### config.mk
export PLATFORM = sky130hd
export DESIGN_NAME = aux_code_handshake
export DESIGN_NICKNAME = d
export VERILOG_FILES = /design/src/core/aux_code_pkg.sv /design/src/core/aux_code_round.sv /design/src/core/aux_code_handshake.sv
export VERILOG_INCLUDE_DIRS = /design/src /design/src/core
export SDC_FILE = /design/constraint.sdc
export NUM_CORES = 1
export LEC_CHECK = 0
export ABC_AREA = 1
export BUFFER_PORTS_ARGS = -buffer_cell sky130_fd_sc_hd__buf_2
export CORE_AREA = 3 3 68 70
export CTS_BUF_LIST = sky130_fd_sc_hd__clkbuf_4
export DETAILED_ROUTE_END_ITERATION = 10
export DIE_AREA = 0 0 71 73
export PLACE_DENSITY = 0.91
export SETUP_SLACK_MARGIN = 0.05
export SLEW_MARGIN = 10
export SYNTH_ARGS = -nofsm -noshare
export SYNTH_HDL_FRONTEND = slang
export SYNTH_SLANG_ARGS = --single-unit
### constraint.sdc
create_clock -name clk_sys -period 3.45 [get_ports clk_sys]
set_input_delay 0.345 -clock clk_sys [delete_from_list [all_inputs] [get_ports clk_sys]]
set_output_delay 0.345 -clock clk_sys [all_outputs]
set_load 0.05 [all_outputs]
### src/core/aux_code_defs.svh
`ifndef AUX_CODE_DEFS_SVH
`define AUX_CODE_DEFS_SVH

// Code range
`define AUX_CODE_W        10
`define AUX_CODE_MAX      10'h3E7
`define AUX_INTERLOCK_MAX 10'h1F3
`define AUX_UPPER_MIN     10'h1F4
`define AUX_CODE_CLEAR    10'h000

// Fixed-point format of code values taken from registers or position data
`define AUX_VAL_IW        16
`define AUX_VAL_FW        8

// Host command word bits
`define CMD_FBE_BIT       4
`define CMD_ACK_BIT       6

// Task status word bits
`define TSW_ERR_BIT       0
`define TSW_AUTO_BIT      2
`define TSW_MANUAL_BIT    3
`define TSW_RUN_BIT       4
`define TSW_WAIT_ACK_BIT  7
`define TSW_STROBE_BIT    8

`endif

### src/core/aux_code_pkg.sv
`include "aux_code_defs.svh"

package aux_code_pkg;

   typedef enum logic [4:0] {
      ST_IDLE     = 5'h01,
      ST_WAIT_POS = 5'h02,
      ST_WAIT_ACK = 5'h04,
      ST_WAIT_REL = 5'h08,
      ST_ERROR    = 5'h10
   } aux_state_e;

   typedef enum logic {
      COORD_REFERENCE = 1'b0,
      COORD_WORKPIECE = 1'b1
   } coord_e;

   typedef logic [`AUX_CODE_W-1:0] aux_code_t;

   function automatic logic is_upper(input aux_code_t code);
      return code >= `AUX_UPPER_MIN;
   endfunction : is_upper

endpackage : aux_code_pkg

### src/core/aux_code_round.sv
`timescale 1ns/100ps
`include "aux_code_defs.svh"

module aux_code_round #(
   parameter int IW = `AUX_VAL_IW,
   parameter int FW = `AUX_VAL_FW
) (
   // Signed fixed-point value
   input  wire logic signed [IW+FW-1:0] value,
   // Rounded code and range check
   output logic             [`AUX_CODE_W-1:0] code,
   output logic                              range_err
);

   localparam logic [IW+FW:0] HALF = (IW+FW+1)'(1) << (FW-1);

   logic signed [IW+FW:0] sum;
   logic        [IW:0]    rounded;

   // Round half up; the extra sign bit keeps the add from wrapping
   assign sum     = $signed({value[IW+FW-1], value}) + $signed(HALF); // [RULE5]
   assign rounded = sum[IW+FW:FW];
   assign code    = rounded[`AUX_CODE_W-1:0];
   assign range_err = rounded[IW] || (rounded[IW-1:0] > IW'(`AUX_CODE_MAX)); // [RULE5]

endmodule : aux_code_round

### src/core/aux_code_handshake.sv
`timescale 1ns/100ps
`include "aux_code_defs.svh"

//Contract
// RULE1: Interlocking code appears after positioning completes, strobe rises same cycle.
// RULE2: Host does the code's work on strobe, acknowledges when finished.
// RULE3: Accepted acknowledge clears the code to zero and drops the strobe.
// RULE4: Host drops acknowledge after strobe; next block waits for acknowledge low. Code also releases it on termination while acknowledge is still high.
// RULE5: Code value is rounded to nearest integer; outside 0..999 is an error.
// RULE6: Codes 0..499 pause execution until the host acknowledges.
// RULE7: Codes 500..999 are presented and execution continues at once.
// RULE8: Program end clears a still-presented upper-range code and strobe.
// RULE9: Lower codes acknowledged only in automatic mode with program running.
// RULE10: Manual/automatic switching leaves code and strobe untouched.
// RULE11: Termination of a lower-code block clears its code and strobe.
// RULE12: Termination before presentation means the code is never presented.
// RULE13: Termination during acknowledge wait clears strobe and code, then continues.
// RULE14: Upper code suppressed by early termination; earlier upper code stays.
// RULE15: Reset, start, origin operations select coordinate, absolute and pass mode.
// RULE16: Host acknowledge is bit six of the second command word.
// RULE17: Strobe is reported on bit eight of the task status word.
// RULE18: Code output is ten bits, enough for 0..999.
// RULE19: Out-of-range code sets task error, stops program, presents nothing.
module aux_code_handshake #(
   parameter int IW = `AUX_VAL_IW,
   parameter int FW = `AUX_VAL_FW
) (
   // Clock and reset
   input  wire logic                    clk_sys,
   input  wire logic                    rst_n,
   // Sequencer block interface
   input  wire logic                    blk_start,
   input  wire logic signed [IW+FW-1:0] blk_code_value,
   input  wire logic                    positioned,
   input  wire logic                    opt_end_hit,
   input  wire logic                    program_end_instr,
   output logic                         block_release,
   output logic                         prog_stop,
   input  wire logic                    err_reset,
   // Operating state
   input  wire logic                    auto_mode,
   input  wire logic                    prog_running,
   // Host interface words
   input  wire logic [15:0]             cmd_word,
   output logic      [15:0]             task_status_word,
   output logic      [`AUX_CODE_W-1:0]  aux_code,
   output logic                         aux_strobe,
   // Coordinate and command state events
   input  wire logic                    main_start,
   input  wire logic                    origin_search_instr,
   input  wire logic                    reference_return_instr,
   input  wire logic                    workpiece_return_instr,
   input  wire logic                    pass_mode_instr,
   input  wire logic                    exact_mode_instr,
   input  wire logic                    abs_instr,
   input  wire logic                    incr_instr,
   output logic                         coord_workpiece,
   output logic                         cmd_incremental,
   output logic                         pass_mode
);

   aux_code_pkg::aux_state_e state_reg;
   aux_code_pkg::aux_state_e state_next;
   aux_code_pkg::aux_code_t  aux_code_reg;
   aux_code_pkg::aux_code_t  pend_code_reg;
   aux_code_pkg::aux_code_t  new_code;
   aux_code_pkg::coord_e     coord_reg;
   logic                     aux_strobe_reg;
   logic                     task_err_reg;
   logic                     release_reg;
   logic                     incr_reg;
   logic                     pass_reg;
   logic                     range_err;
   logic                     terminate;
   logic                     host_ack;
   logic                     present;
   logic                     ack_lower_ok;
   logic                     ack_accept;
   logic                     upper_drop;

   aux_code_round #(
      .IW (IW),
      .FW (FW)
   ) u_round (
      .value     (blk_code_value),
      .code      (new_code), // [RULE5]
      .range_err (range_err)
   );

   assign terminate = cmd_word[`CMD_FBE_BIT] | opt_end_hit;
   assign host_ack  = cmd_word[`CMD_ACK_BIT];
   // Lower codes only count as acknowledged while a program runs in automatic
   assign ack_lower_ok = auto_mode & prog_running; // [RULE9]
   assign present    = (state_reg == aux_code_pkg::ST_WAIT_POS) & positioned & ~terminate;
   assign ack_accept = (state_reg == aux_code_pkg::ST_WAIT_ACK) & host_ack
                       & ack_lower_ok & ~terminate; // [RULE9]
   // A presented upper code may be reset by the host in any mode
   assign upper_drop = (state_reg != aux_code_pkg::ST_WAIT_ACK) & aux_strobe_reg
                       & aux_code_pkg::is_upper(aux_code_reg)
                       & (host_ack | program_end_instr); // [RULE8] [RULE9]

   always_comb begin
      state_next = state_reg;
      case (state_reg)
         aux_code_pkg::ST_IDLE: begin
            if (blk_start) begin
               state_next = range_err ? aux_code_pkg::ST_ERROR
                                      : aux_code_pkg::ST_WAIT_POS; // [RULE19]
            end
         end
         aux_code_pkg::ST_WAIT_POS: begin
            if (terminate) begin
               state_next = aux_code_pkg::ST_IDLE; // [RULE12] [RULE14]
            end else if (positioned) begin
               state_next = aux_code_pkg::is_upper(pend_code_reg)
                            ? aux_code_pkg::ST_IDLE        // [RULE7]
                            : aux_code_pkg::ST_WAIT_ACK;   // [RULE6]
            end
         end
         aux_code_pkg::ST_WAIT_ACK: begin
            if (terminate) begin
               state_next = aux_code_pkg::ST_IDLE; // [RULE13]
            end else if (ack_accept) begin
               state_next = aux_code_pkg::ST_WAIT_REL; // [RULE3]
            end
         end
         aux_code_pkg::ST_WAIT_REL: begin
            // Next block holds until the host lets go of its acknowledge or a termination arrives
            if (!host_ack || terminate) begin
               state_next = aux_code_pkg::ST_IDLE; // [RULE4]
            end
         end
         aux_code_pkg::ST_ERROR: begin
            if (err_reset) begin
               state_next = aux_code_pkg::ST_IDLE;
            end
         end
         default: state_next = aux_code_pkg::ST_IDLE;
      endcase
   end

   always_ff @(posedge clk_sys) begin
      if (!rst_n) begin
         state_reg <= aux_code_pkg::ST_IDLE;
      end else begin
         state_reg <= state_next;
      end
   end

   always_ff @(posedge clk_sys) begin
      if (!rst_n) begin
         pend_code_reg <= `AUX_CODE_CLEAR;
      end else if (state_reg == aux_code_pkg::ST_IDLE && blk_start && !range_err) begin
         pend_code_reg <= new_code;
      end
   end

   // Code and strobe; mode inputs act here only through ack_lower_ok in ack_accept
   always_ff @(posedge clk_sys) begin // [RULE10]
      if (!rst_n) begin
         aux_code_reg   <= `AUX_CODE_CLEAR;
         aux_strobe_reg <= 1'b0;
      end else if (present) begin
         aux_code_reg   <= pend_code_reg; // [RULE1]
         aux_strobe_reg <= 1'b1;          // [RULE1]
      end else if (ack_accept || upper_drop) begin
         aux_code_reg   <= `AUX_CODE_CLEAR; // [RULE3] [RULE8]
         aux_strobe_reg <= 1'b0;
      end else if (state_reg == aux_code_pkg::ST_WAIT_ACK && terminate) begin
         aux_code_reg   <= `AUX_CODE_CLEAR; // [RULE11] [RULE13]
         aux_strobe_reg <= 1'b0;
      end
   end

   // One-cycle go-ahead for the next block
   always_ff @(posedge clk_sys) begin
      if (!rst_n) begin
         release_reg <= 1'b0;
      end else begin
         release_reg <= (state_reg == aux_code_pkg::ST_WAIT_POS && (terminate || (positioned
                         && aux_code_pkg::is_upper(pend_code_reg))))           // [RULE7]
                        || (state_reg == aux_code_pkg::ST_WAIT_ACK && terminate) // [RULE13]
                        || (state_reg == aux_code_pkg::ST_WAIT_REL
                            && (!host_ack || terminate));                      // [RULE4]
      end
   end

   always_ff @(posedge clk_sys) begin
      if (!rst_n) begin
         task_err_reg <= 1'b0;
      end else if (state_reg == aux_code_pkg::ST_IDLE && blk_start && range_err) begin
         task_err_reg <= 1'b1; // [RULE19]
      end else if (err_reset) begin
         task_err_reg <= 1'b0;
      end
   end

   // Coordinate system: workpiece only after a workpiece origin return
   always_ff @(posedge clk_sys) begin
      if (!rst_n) begin
         coord_reg <= aux_code_pkg::COORD_REFERENCE; // [RULE15]
      end else if (workpiece_return_instr) begin
         coord_reg <= aux_code_pkg::COORD_WORKPIECE; // [RULE15]
      end else if (main_start || origin_search_instr || reference_return_instr) begin
         coord_reg <= aux_code_pkg::COORD_REFERENCE; // [RULE15]
      end
   end

   always_ff @(posedge clk_sys) begin
      if (!rst_n) begin
         incr_reg <= 1'b0;
         pass_reg <= 1'b1;
      end else if (main_start || origin_search_instr || reference_return_instr
                   || workpiece_return_instr) begin
         incr_reg <= 1'b0; // [RULE15]
         pass_reg <= 1'b1; // [RULE15]
      end else begin
         if (abs_instr) begin
            incr_reg <= 1'b0;
         end else if (incr_instr) begin
            incr_reg <= 1'b1;
         end
         if (pass_mode_instr) begin
            pass_reg <= 1'b1;
         end else if (exact_mode_instr) begin
            pass_reg <= 1'b0;
         end
      end
   end

   always_comb begin
      task_status_word                      = 16'h0000;
      task_status_word[`TSW_ERR_BIT]        = task_err_reg;
      task_status_word[`TSW_AUTO_BIT]       = auto_mode;
      task_status_word[`TSW_MANUAL_BIT]     = ~auto_mode;
      task_status_word[`TSW_RUN_BIT]        = prog_running;
      task_status_word[`TSW_WAIT_ACK_BIT]   = (state_reg == aux_code_pkg::ST_WAIT_ACK);
      task_status_word[`TSW_STROBE_BIT]     = aux_strobe_reg; // [RULE17]
   end

   assign aux_code        = aux_code_reg; // [RULE18]
   assign aux_strobe      = aux_strobe_reg;
   assign block_release   = release_reg;
   assign prog_stop       = task_err_reg; // [RULE19]
   assign coord_workpiece = (coord_reg == aux_code_pkg::COORD_WORKPIECE);
   assign cmd_incremental = incr_reg;
   assign pass_mode       = pass_reg;
endmodule : aux_code_handshake

==> metrics.md, run 1 <==
| Metric | Value |
|---|---|
| Die H | `73 um` |
| # DRC | `0` |
| Max Slew Vio Count | `0` |
| Drt total wl | `4140 um` |
| CTS Buf Count | `5` |
| Clock Sinks | `31` |
| Clock latency on the worst-skew pair | `0.33 ns` |
| Worst-Margin Slew | `0.638 ns` |
| Hold depth | `2` |
| Leakage | `1.16 nW` |
| Final instance area | `2340 um2` |
| Switching fraction of total power | `30.3%` |
| Slowest cell on crit path | `dfxtp_1` |
| CP Depth | `8` |
| Crit path time final | `1.81 ns` |
| DR WL/cell | `9.90 um` |
| Worst vdd ir | `0.159 mV` |
| Gr ovfl total | `0` |
| Largest delay share family, worst path | `simple AND/OR/NAND/NOR gates` |
| Register area share after synthesis | `30.9%` |
| Layout area overhead | `16.6%` |
| Global-route wire length before repair | `7010 um` |
| Commonest non-fill, non-tap cells in the layout | `nand2_1, buf_2, inv_1` |
| Synthesized cell area | `2010 um2` |
| Yosys cell types | `32` |
| Hpwl dp | `3320 um` |
| DR vias | `1987` |
| Crit path required time | `3.68 ns` |
| H-tree Lvls | `2` |
| # fillers | `403` |
| Setup Crit Path Kind | `reg -> reg` |
| Chip Width | `71 um` |
| Final ANT Viol Nets | `0` |
| Final Hold Fails | `0` |
| PwrDens | `344 nW/um2` |
| Ratio of cells with drive above 1 in the final layout | `23.6%` |
| YS warnings | `0` |
| Post-synthesis async set-or-reset flop share | `0%` |
| Crit path launch type | `flop` |
| Sw Pwr | `0.000244 W` |
| Max Root-Sink Buffers | `2` |
| Syn_area_per_cell | `6.43 um2` |
| Setup violations, final | `0` |
| Final net count | `425` |
| Die area | `5180 um2` |
| Setup tns final | `0 ns` |
| Placement Rows | `23` |
| Clock Power Share | `33.5%` |
| Number of global-route vias before repair | `1737` |
| PostCTS Resize Cnt | `0` |
| Util after Layout | `58.0%` |
| Total GRT Usage | `16.5%` |
| Starting Density | `49.8%` |
| Sequential group share of total power | `46.0%` |
| Post-Syn Instances | `312` |
| Relative slew slack | `57.3%` |
| Commonest non-fill, non-tap cell in the layout | `nand2_1` |
| Main synth FF type | `dfxtp_1` |
| Number of port buffers | `57` |
| Combinational share of power | `20.5%` |
| Max_cap viols | `0` |
| N_diodes | `0` |
| CP bufs+invs | `2` |
| Critical-path cell list | `nor2_1 -> inv_1 -> nor4_1 -> inv_1 -> nor2_2 -> nand3_4 -> nor2_1 -> nor2_2` |
| Placer Congestion | `0.865` |
| Vias per cell | `4.75` |
| CTS tree | `built` |
| Tot Pwr | `0.000805 W` |
| CTS Hold Bufs | `0` |
| Clock-pin slew on the worst setup and hold paths | `0.10 ns` |
| WHS | `0.173 ns` |
| Number of flops mapped to enable cells by yosys | `0` |
| Tcrit/Tclk final | `52.5%` |
| Synth Register Bits | `31` |
| Starting DRT DRC Count | `131` |
| Crit-path max FO | `16` |
| Crit. End Element | `flop` |
| Clk_skew | `0.00765 ns` |
| Worst Reg2Reg Path Length in Cells | `8` |
| Status | `finished, final reports clean` |
| CORE AREA | `4030 um2` |
| Internal Power | `0.000561 W` |
| # IOs | `89` |
| Root buffer cell | `clkbuf_4` |
| Placed Area | `2260 um2` |
| RSZ-0062 raised after global routing | `false` |
| Fmax | `0.552 GHz` |
| Number of detailed-route iterations in the first pass | `4` |
| Post-CTS Setup Inserts | `0` |
| Hold WC Path Type | `in -> reg` |
| Pin count of the biggest net entering global routing | `20` |
| Antenna violations before repair | `0` |
| Worst EP arrival | `2.04 ns` |
| CP peak stage delay | `0.33 ns` |
[layer usage]
layer / part of all wire [%] / wire [um] / vias up / track usage (%)
met4: 1.5 / 63 / 0 / 7.31
met2: 45 / 1840 / 83 / 28.5
li1: - / - / 1067 / -
met1: 44 / 1810 / 830 / 19.1
met3: 10 / 423 / 7 / 4.55
met5: 0 / 0 / - / 0
[kinds of logic after synthesis]
kind of cell	share of synthesized area (%)
XOR/XNOR	3.06
AND/OR/NAND/NOR	41.0
adder cells (fa/ha/maj)	0.624
flip-flops	30.9
other	0.187
AO/OA/AOI/OAI	8.92
buffers and inverters	15.2
[metrics by stage]
step,std cells,setup WS (ns)
2_1_floorplan,321,1.65
3_3_place_gp,410,1.43
3_5_place_dp,410,1.39
4_1_cts,418,1.62
5_1_grt,418,1.40
6_report,418,1.64
[Yosys cell counts (5+ instances only)]
cell type  number  area share [%]
a21oi_1        17             4.2
buf_4          14             5.2
dfxtp_1        31              31
inv_1          44             8.2
nand2_1        85              16
nand2_2         6             1.9
nand3_1         7             1.7
nand4_1        14             4.4
nor2_1         37             6.9
nor2_2          7             2.2
nor3_1          8             2.0
o21ai_0         5             1.2
xnor2_1         5             2.2
[power by group through the flow]
stage / registers (W) / logic (W) / clock network [W]
2_1_floorplan: 0.000387 / 0.000122 / 0
3_3_place_gp: 0.000379 / 0.000161 / 0
3_5_place_dp: 0.000379 / 0.000164 / 0
4_1_cts: 0.000371 / 0.000165 / 0.000277
5_1_grt: 0.000372 / 0.000181 / 0.000296
6_report: 0.000371 / 0.000165 / 0.000270
[layout make-up]
class | instances | area [um2] | share of cell area, %
clock buffers | 5 | 37.5 | 1.61
clock inverters | 3 | 38.8 | 1.66
inverters | 46 | 173 | 7.38
multi-input cells | 225 | 1110 | 47.6
flip-flops and latches | 31 | 621 | 26.5
well taps | 50 | 62.6 | 2.68
repair buffers | 58 | 293 | 12.5
[final timing paths]
check	start	endpoint	slack, ns
worst max-delay path	state_reg[3]	pend_code_reg[2]	1.64
worst min-delay path	abs_instr	cmd_incremental	0.17
worst max register to register	state_reg[3]	pend_code_reg[2]	1.64
worst min register to register	pend_code_reg[8]	aux_code[8]	0.46
No activity file was read; power rests on OpenSTA's default activity.
==> inputs of run 2 (changes only) <==
Settings changed: CORE_AREA 3 3 68 70 to 3 3 72 74, DIE_AREA 0 0 71 73 to 0 0 75 77, PLACE_DENSITY 0.91 to 0.86.
Clock period 3.45 ns to 1.5 ns, I/O delays scaled along.
==> run 2 against run 1 <==
Compared with the run above:
- the run now ends with negative setup slack left
- total power grew to 2.6 times the previous value
- clock power grew 140%
- register-to-register slack lost 1.7 ns
- flip-flop and latch count is the same
- sequential power grew 130%
- count of clock-buffer cells in the layout is the same
- clock skew grew 0.0067 ns
- highest routed layer unchanged
==> metrics.md, run 2 (synthesis gave the netlist of run 1 again) <==
| Metric | Value |
|---|---|
| Status | `finished with violations (was finished, final reports clean)` |
| Failing checks | `negative setup slack` |
| Crit path time final | `1.60 ns` |
| Gr ovfl total | `0 (unchanged)` |
| Tcrit/Tclk final | `107%` |
| Dpl cells | `453 (was 410)` |
| Total GRT Usage | `18.8% (was 16.5%)` |
| Crit path required time | `1.35 ns (was 3.68 ns)` |
| Fin cells | `474 (was 418)` |
| DR WL/cell | `11.3 um (was 9.90 um)` |
| Final net count | `477 (was 425)` |
| Pin count of the biggest net entering global routing | `17 (was 20)` |
| Drt total wl | `5330 um (was 4140 um)` |
| Die area | `5780 um2 (was 5180 um2)` |
| Clock-pin slew on the worst setup and hold paths | `0.10 ns (about the same)` |
| # DRC | `0 (unchanged)` |
| PwrDens | `718 nW/um2 (was 344 nW/um2)` |
| CP Depth | `7 (was 8)` |
| H-tree Lvls | `2 (unchanged)` |
| Final Hold Fails | `0 (unchanged)` |
| CP peak stage delay | `0.34 ns (was 0.33 ns)` |
| Hold WC Path Type | `in -> reg (unchanged)` |
| Max Slew Vio Count | `0 (unchanged)` |
| Internal reg-to-reg setup slack | `-0.06 ns (was 1.64 ns)` |
| Placer Congestion | `0.817 (was 0.865)` |
| Max Root-Sink Buffers | `2 (unchanged)` |
| Crit. End Element | `output pin (was flop)` |
| Leakage | `1.41 nW (was 1.16 nW)` |
| RSZ-0062 raised after global routing | `true (was false)` |
| Crit-path max FO | `2 (was 16)` |
| CP bufs+invs | `6 (was 2)` |
| Vias per cell | `4.85 (was 4.75)` |
| Worst EP arrival | `1.45 ns (was 2.04 ns)` |
| RR Startpoint | `state_reg[3] (unchanged)` |
| CORE AREA | `4660 um2 (was 4030 um2)` |
| DR vias | `2301 (was 1987)` |
| Critical-path cell list | `buf_6 -> inv_2 -> nand4_1 -> buf_4 -> clkinvlp_4 -> buf_6 -> buf_8 (was nor2_1 -> inv_1 -> nor4_1 -> inv_1 -> nor2_2 -> nand3_4 -> nor2_1 -> nor2_2)` |
| Clock latency on the worst-skew pair | `0.35 ns (was 0.33 ns)` |
| Number of detailed-route iterations in the first pass | `4 (unchanged)` |
| Number of global-route vias before repair | `2148 (was 1737)` |
| Hpwl dp | `3960 um (was 3320 um)` |
| CTS Buf Count | `5 (unchanged)` |
| Setup Crit Path Kind | `reg -> out (was reg -> reg)` |
| Util after Layout | `61.7% (was 58.0%)` |
| Fmax | `0.625 GHz` |
| Die H | `77 um (was 73 um)` |
| Root buffer cell | `clkbuf_4 (unchanged)` |
| Starting DRT DRC Count | `69 (was 131)` |
| Setup ws final | `-0.101 ns (was 1.64 ns)` |
| # IOs | `89 (unchanged)` |
| Chip Width | `75 um (was 71 um)` |
| Slowest cell on crit path | `dfxtp_2 (was dfxtp_1)` |
| Commonest non-fill, non-tap cell in the layout | `nand2_1 (unchanged)` |
| CTS tree | `built (unchanged)` |
| Setup violations, final | `14 (was 0)` |
| Number of port buffers | `57 (unchanged)` |
| Hold_sp | `pass_mode_instr (was abs_instr)` |
| Max_cap viols | `0 (unchanged)` |
| Place WS | `-0.225 ns (was 1.39 ns)` |
| Ratio of cells with drive above 1 in the final layout | `38.1% (was 23.6%)` |
| Commonest non-fill, non-tap cells in the layout | `nand2_1, buf_2, buf_4 (was nand2_1, buf_2, inv_1)` |
| Layout area overhead | `43.4% (was 16.6%)` |
| Crit path launch type | `flop (unchanged)` |
| Clock Sinks | `31 (unchanged)` |
| Starting Density | `43.0% (was 49.8%)` |
| N_diodes | `0 (unchanged)` |
| Worst Reg2Reg Path Length in Cells | `9 (was 8)` |
| Hold depth | `3 (was 2)` |
| Clk_skew | `0.0144 ns (was 0.00765 ns)` |
| Largest delay share family, worst path | `buffers and inverters (was simple AND/OR/NAND/NOR gates)` |
| Worst vdd ir | `0.367 mV (was 0.159 mV)` |
| Global-route wire length before repair | `8630 um (was 7010 um)` |
| Final ANT Viol Nets | `0 (unchanged)` |
| Antenna violations before repair | `0 (unchanged)` |
| Worst setup path start | `state_reg[3] (unchanged)` |
| Placement Rows | `25 (was 23)` |
| CP most frequent cell | `buf_6` |
## run 2: path summary, 6_finish.rpt
path | to
setup / recovery | task_status_word[7]
hold / removal | pass_mode
setup reg to reg | aux_code[2]
hold reg to reg | aux_code[9]
## run 2: timing repair
action / CTS / global route
resized for setup: 15 / 10
buffers inserted: 8 / 1
endpoints found under the hold margin: 2 / 0
pin swaps: 8 / 4
cloned: 2 / 0
setup endpoints to repair: 28 / 29
hold buffers: 2 / 0
## run 2: worst reg2reg max path, stage by stage (launching register included)
cell	delay (ns)
dfxtp_2	0.34
nor2_1	0.16
buf_4	0.14
nand4_1	0.14
buf_4	0.18
nor3_2	0.14
nor2_1	0.09
buf_4	0.16
nand2_1	0.06
a21oi_1	0.05
## run 2: final cells by class
type	count	area, um2
multi-input cells	226	1220
flip-flops and latches	31	628
repair buffers	109	708
clock buffers	5	37.5
fillers	396	1780
clock inverters	3	38.8
inverters	46	176
well taps	54	67.6
## run 2: per-stage QoR
step	setup TNS [ns]	area (um2)	power, W	hold WS (ns)
2_1_floorplan	-1.17	2080	0.00118	0.227
3_3_place_gp	-1.51	2600	0.00135	0.316
3_5_place_dp	-3.55	2600	0.00136	0.329
4_1_cts	-0.0821	2840	0.00205	0.0103
5_1_grt	-3.21	2880	0.00216	0.00157
6_report	-0.712	2880	0.00206	0.0243
## run 2: power by group
part	internal, W	total, W	switching (W)
combinational	0.000237	0.000565	0.000328
clock	0.000343	0.000642	0.000299
sequential	0.000843	0.000858	0.0000158
total	0.00142	0.00206	0.000643
## run 2: per-layer routing
layer	track usage, %	share of wire [%]	up-vias
met2	34.6	52	81
met3	4.33	6.1	8
met1	19.6	40	1028
met5	0	0	-
li1	-	-	1184
met4	7.65	1.8	0
==> inputs of run 3 (changes only) <==
Settings changed: MAX_ROUTING_LAYER from default to met4, PLACE_DENSITY 0.86 to 0.87, SYNTH_HIERARCHICAL from default to 1.
==> run 3 against run 2 <==
Compared with the run above:
- the flow still finishes with violations (negative setup slack)
- count of clock-buffer cells in the layout is 2 higher
- final cell count is 4.4% lower
- largest cell class unchanged
- synthesized area is 0.50% higher
- critical path type is now in -> reg
- largest power group unchanged
- flip-flop and latch count stayed put
- sequential power is 0.5% higher
- global-route usage is 1.3 points lower
==> metrics.md, run 3 <==
| Metric | Value |
|---|---|
| Post-synth top area share | `30.8% (was 30.9%)` |
| YS warnings | `6 (was 0)` |
| Leakage | `1.33 nW (was 1.41 nW)` |
| RR Startpoint | `state_reg[0] (was state_reg[3])` |
| Dpl cells | `438 (was 453)` |
| Internal Power | `0.00125 W (was 0.00142 W)` |
| Post-Syn Instances | `310 (was 312)` |
| Starting DRT DRC Count | `107 (was 69)` |
| CORE AREA | `4660 um2 (unchanged)` |
| Number of detailed-route iterations in the first pass | `4 (unchanged)` |
| Main synth FF type | `dfxtp_1 (unchanged)` |
| Final ANT Viol Nets | `0 (unchanged)` |
| Final Hold Fails | `0 (unchanged)` |
| PwrDens | `682 nW/um2 (was 718 nW/um2)` |
| Area of the multi-input gates | `1280 um2 (was 1220 um2)` |
| Setup ws final | `-0.0174 ns (was -0.101 ns)` |
| Synthesized cell area | `2020 um2 (was 2010 um2)` |
| Count leader, synth | `nand2_1 (unchanged)` |
| Switching fraction of total power | `33.3% (was 31.1%)` |
| Global-route wire length before repair | `8130 um (was 8630 um)` |
| Number of global-route vias before repair | `2005 (was 2148)` |
| Post-synthesis async set-or-reset flop share | `0% (unchanged)` |
| Crit. End Element | `flop (was output pin)` |
| CTS tree | `built (unchanged)` |
| Pin count of the biggest net entering global routing | `18 (was 17)` |
| Register area share after synthesis | `30.8% (was 30.9%)` |
| Placed Area | `2490 um2 (was 2600 um2)` |
| Root buffer cell | `clkbuf_4 (unchanged)` |
| Antenna violations before repair | `0 (unchanged)` |
| Commonest non-fill, non-tap cells in the layout | `nand2_1, buf_2, nor2_1 (was nand2_1, buf_2, buf_4)` |
| Number of flops mapped to enable cells by yosys | `0 (unchanged)` |
| Fin cells | `453 (was 474)` |
| Gr ovfl total | `0 (unchanged)` |
| Clock-pin slew on the worst setup and hold paths | `0.09 ns (was 0.10 ns)` |
| Worst Reg2Reg Path Length in Cells | `7 (was 9)` |
| CTS Buf Count | `5 (unchanged)` |
| Ratio of cells with drive above 1 in the final layout | `35.3% (was 38.1%)` |
| Sequential group share of total power | `46.1% (was 41.6%)` |
| RSZ-0062 raised after global routing | `true (unchanged)` |
| Max Slew Vio Count | `0 (unchanged)` |
| Crit path required time | `1.76 ns (was 1.35 ns)` |
| Synth Register Bits | `31 (unchanged)` |
| Status | `finished with violations (unchanged)` |
| Tot Pwr | `0.00187 W (was 0.00206 W)` |
| H-tree Lvls | `2 (unchanged)` |
| Clock Power Share | `26.1% (was 31.1%)` |
| Sequential Area | `621 um2 (was 628 um2)` |
| Commonest non-fill, non-tap cell in the layout | `nand2_1 (unchanged)` |
| Failing checks | `negative setup slack (unchanged)` |
| Hpwl dp | `3870 um (was 3960 um)` |
| # IOs | `89 (unchanged)` |
| Final instance area | `2740 um2 (was 2880 um2)` |
| Max Root-Sink Buffers | `2 (unchanged)` |
| Hold WC Path Type | `in -> reg (unchanged)` |
| Total GRT Usage | `17.5% (was 18.8%)` |
| Yosys cell types | `34 (was 32)` |
| Die H | `77 um (unchanged)` |
| # DRC | `0 (unchanged)` |
| Worst EP arrival | `1.77 ns (was 1.45 ns)` |
| Setup Crit Path Kind | `in -> reg (was reg -> out)` |
| RR Endpoint | `pend_code_reg[2] (was aux_code[2])` |
| Placer Congestion | `0.879 (was 0.817)` |
| Hold_sp | `pass_mode_instr (unchanged)` |
| Die area | `5780 um2 (unchanged)` |
| Place WS | `-0.358 ns (was -0.225 ns)` |
| N_diodes | `0 (unchanged)` |
| Clk_skew | `0.0101 ns (was 0.0144 ns)` |
| Placement Rows | `25 (unchanged)` |
| Fmax | `0.659 GHz (was 0.625 GHz)` |
| Hold depth | `3 (unchanged)` |
| Cells taking the most area after synthesis | `dfxtp_1, nand2_1, nor2_1, buf_4, nand4_1 (was dfxtp_1, nand2_1, inv_1, nor2_1, buf_4)` |
| Clock Sinks | `31 (unchanged)` |
| Syn_area_per_cell | `6.50 um2 (was 6.43 um2)` |
| Worst setup path start | `blk_code_value[9] (was state_reg[3])` |
| Internal reg-to-reg setup slack | `0.07 ns (was -0.06 ns)` |
| Number of port buffers | `57 (unchanged)` |
| Crit path time final | `1.52 ns (was 1.60 ns)` |
| Top cells by count, synth | `nand2_1, nor2_1, dfxtp_1, inv_1, nand3_1 (was nand2_1, inv_1, nor2_1, dfxtp_1, a21oi_1)` |
| Cell taking the most area after synthesis | `dfxtp_1 (unchanged)` |
| Setup violations, final | `3 (was 14)` |
| Crit path launch type | `input pin (was flop)` |
| Clock latency on the worst-skew pair | `0.32 ns (was 0.35 ns)` |
| Starting Density | `43.2% (was 43.0%)` |
| Sw Pwr | `0.000622 W (was 0.000643 W)` |
| Chip Width | `75 um (unchanged)` |
| Max_cap viols | `0 (unchanged)` |
| Final net count | `456 (was 477)` |
| Tcrit/Tclk final | `101% (was 107%)` |
| Hold Crit Endpoint | `pass_mode (unchanged)` |
| DR WL/cell | `10.9 um (was 11.3 um)` |
| DR vias | `2201 (was 2301)` |
| Worst vdd ir | `0.237 mV (was 0.367 mV)` |
| Drt total wl | `4940 um (was 5330 um)` |
| Crit-path max FO | `5 (was 2)` |
| Combinational share of power | `27.8% (was 27.4%)` |
| Util after Layout | `58.8% (was 61.7%)` |
| Vias per cell | `4.86 (was 4.85)` |
| # fillers | `433 (was 396)` |
| Layout area overhead | `35.9% (was 43.4%)` |
## run 3: logic make-up after synthesis
family | synth area share, %
buf+inv | 13.2
flops | 30.8
compound gates | 9.62
other cells | 0.186
xor+xnor | 2.17
fa+ha+maj | 0.621
simple gates | 43.5
## run 3: area by class of cell
cell class	instances	share of cell area, %
clock inverter	1	0.183
timing repair buffer	93	21.8
multi-input combinational	236	46.6
sequential	31	22.7
inverter	31	4.34
tap	54	2.47
clock buffer	7	1.92
## run 3: power groups by stage
stage	logic, W	registers (W)	clock network (W)
final	0.000520	0.000862	0.000487
after global routing	0.000570	0.000865	0.000538
after CTS	0.000492	0.000861	0.000505
after detailed placement	0.000480	0.000881	0
after global placement	0.000469	0.000880	0
after floorplan	0.000317	0.000899	0
## run 3: per-layer routing
metal / routed length (um) / share of wire [%] / GRT usage (%)
met1: 2090 / 42 / 21.4
met2: 2560 / 52 / 28.5
met3: 237 / 4.8 / 2.23
met4: 51 / 1.0 / 6.94
met5: 0 / 0 / -
## run 3: critical path, cell delays in order
cell and delay (ns):
buf_2 0.14, nand3_2 0.12, nor2_2 0.17, nand4_1 0.10, nand2_1 0.10, nand2_1 0.06, nor2_1 0.16, nand3_2 0.13
nor3_4 0.29, buf_6 0.16, o21ai_0 0.08, nor2_1 0.10
## run 3: worst max-delay path by stage
stage | to
detailed placement | pend_code_reg[2]
global placement | pend_code_reg[4]
finish | pend_code_reg[2]
global route | pend_code_reg[2]
CTS | pend_code_reg[0]
floorplan | pend_code_reg[3]
## run 3: repair_timing
item,CTS,global route
resized for setup,5,36
hold endpoints to repair,2,0
pin swaps,0,10
hold buffers,2,0
cloned,1,0
buffers inserted,0,4
setup endpoints to repair,22,27
## run 3: per-stage QoR
stage | setup TNS, ns | hold slack [ns]
2_1_floorplan | -0.0899 | 0.227
3_3_place_gp | -2.26 | 0.313
3_5_place_dp | -3.94 | 0.320
4_1_cts | 0 | 0.0149
5_1_grt | -1.68 | 0.0569
6_report | -0.0298 | 0.0252
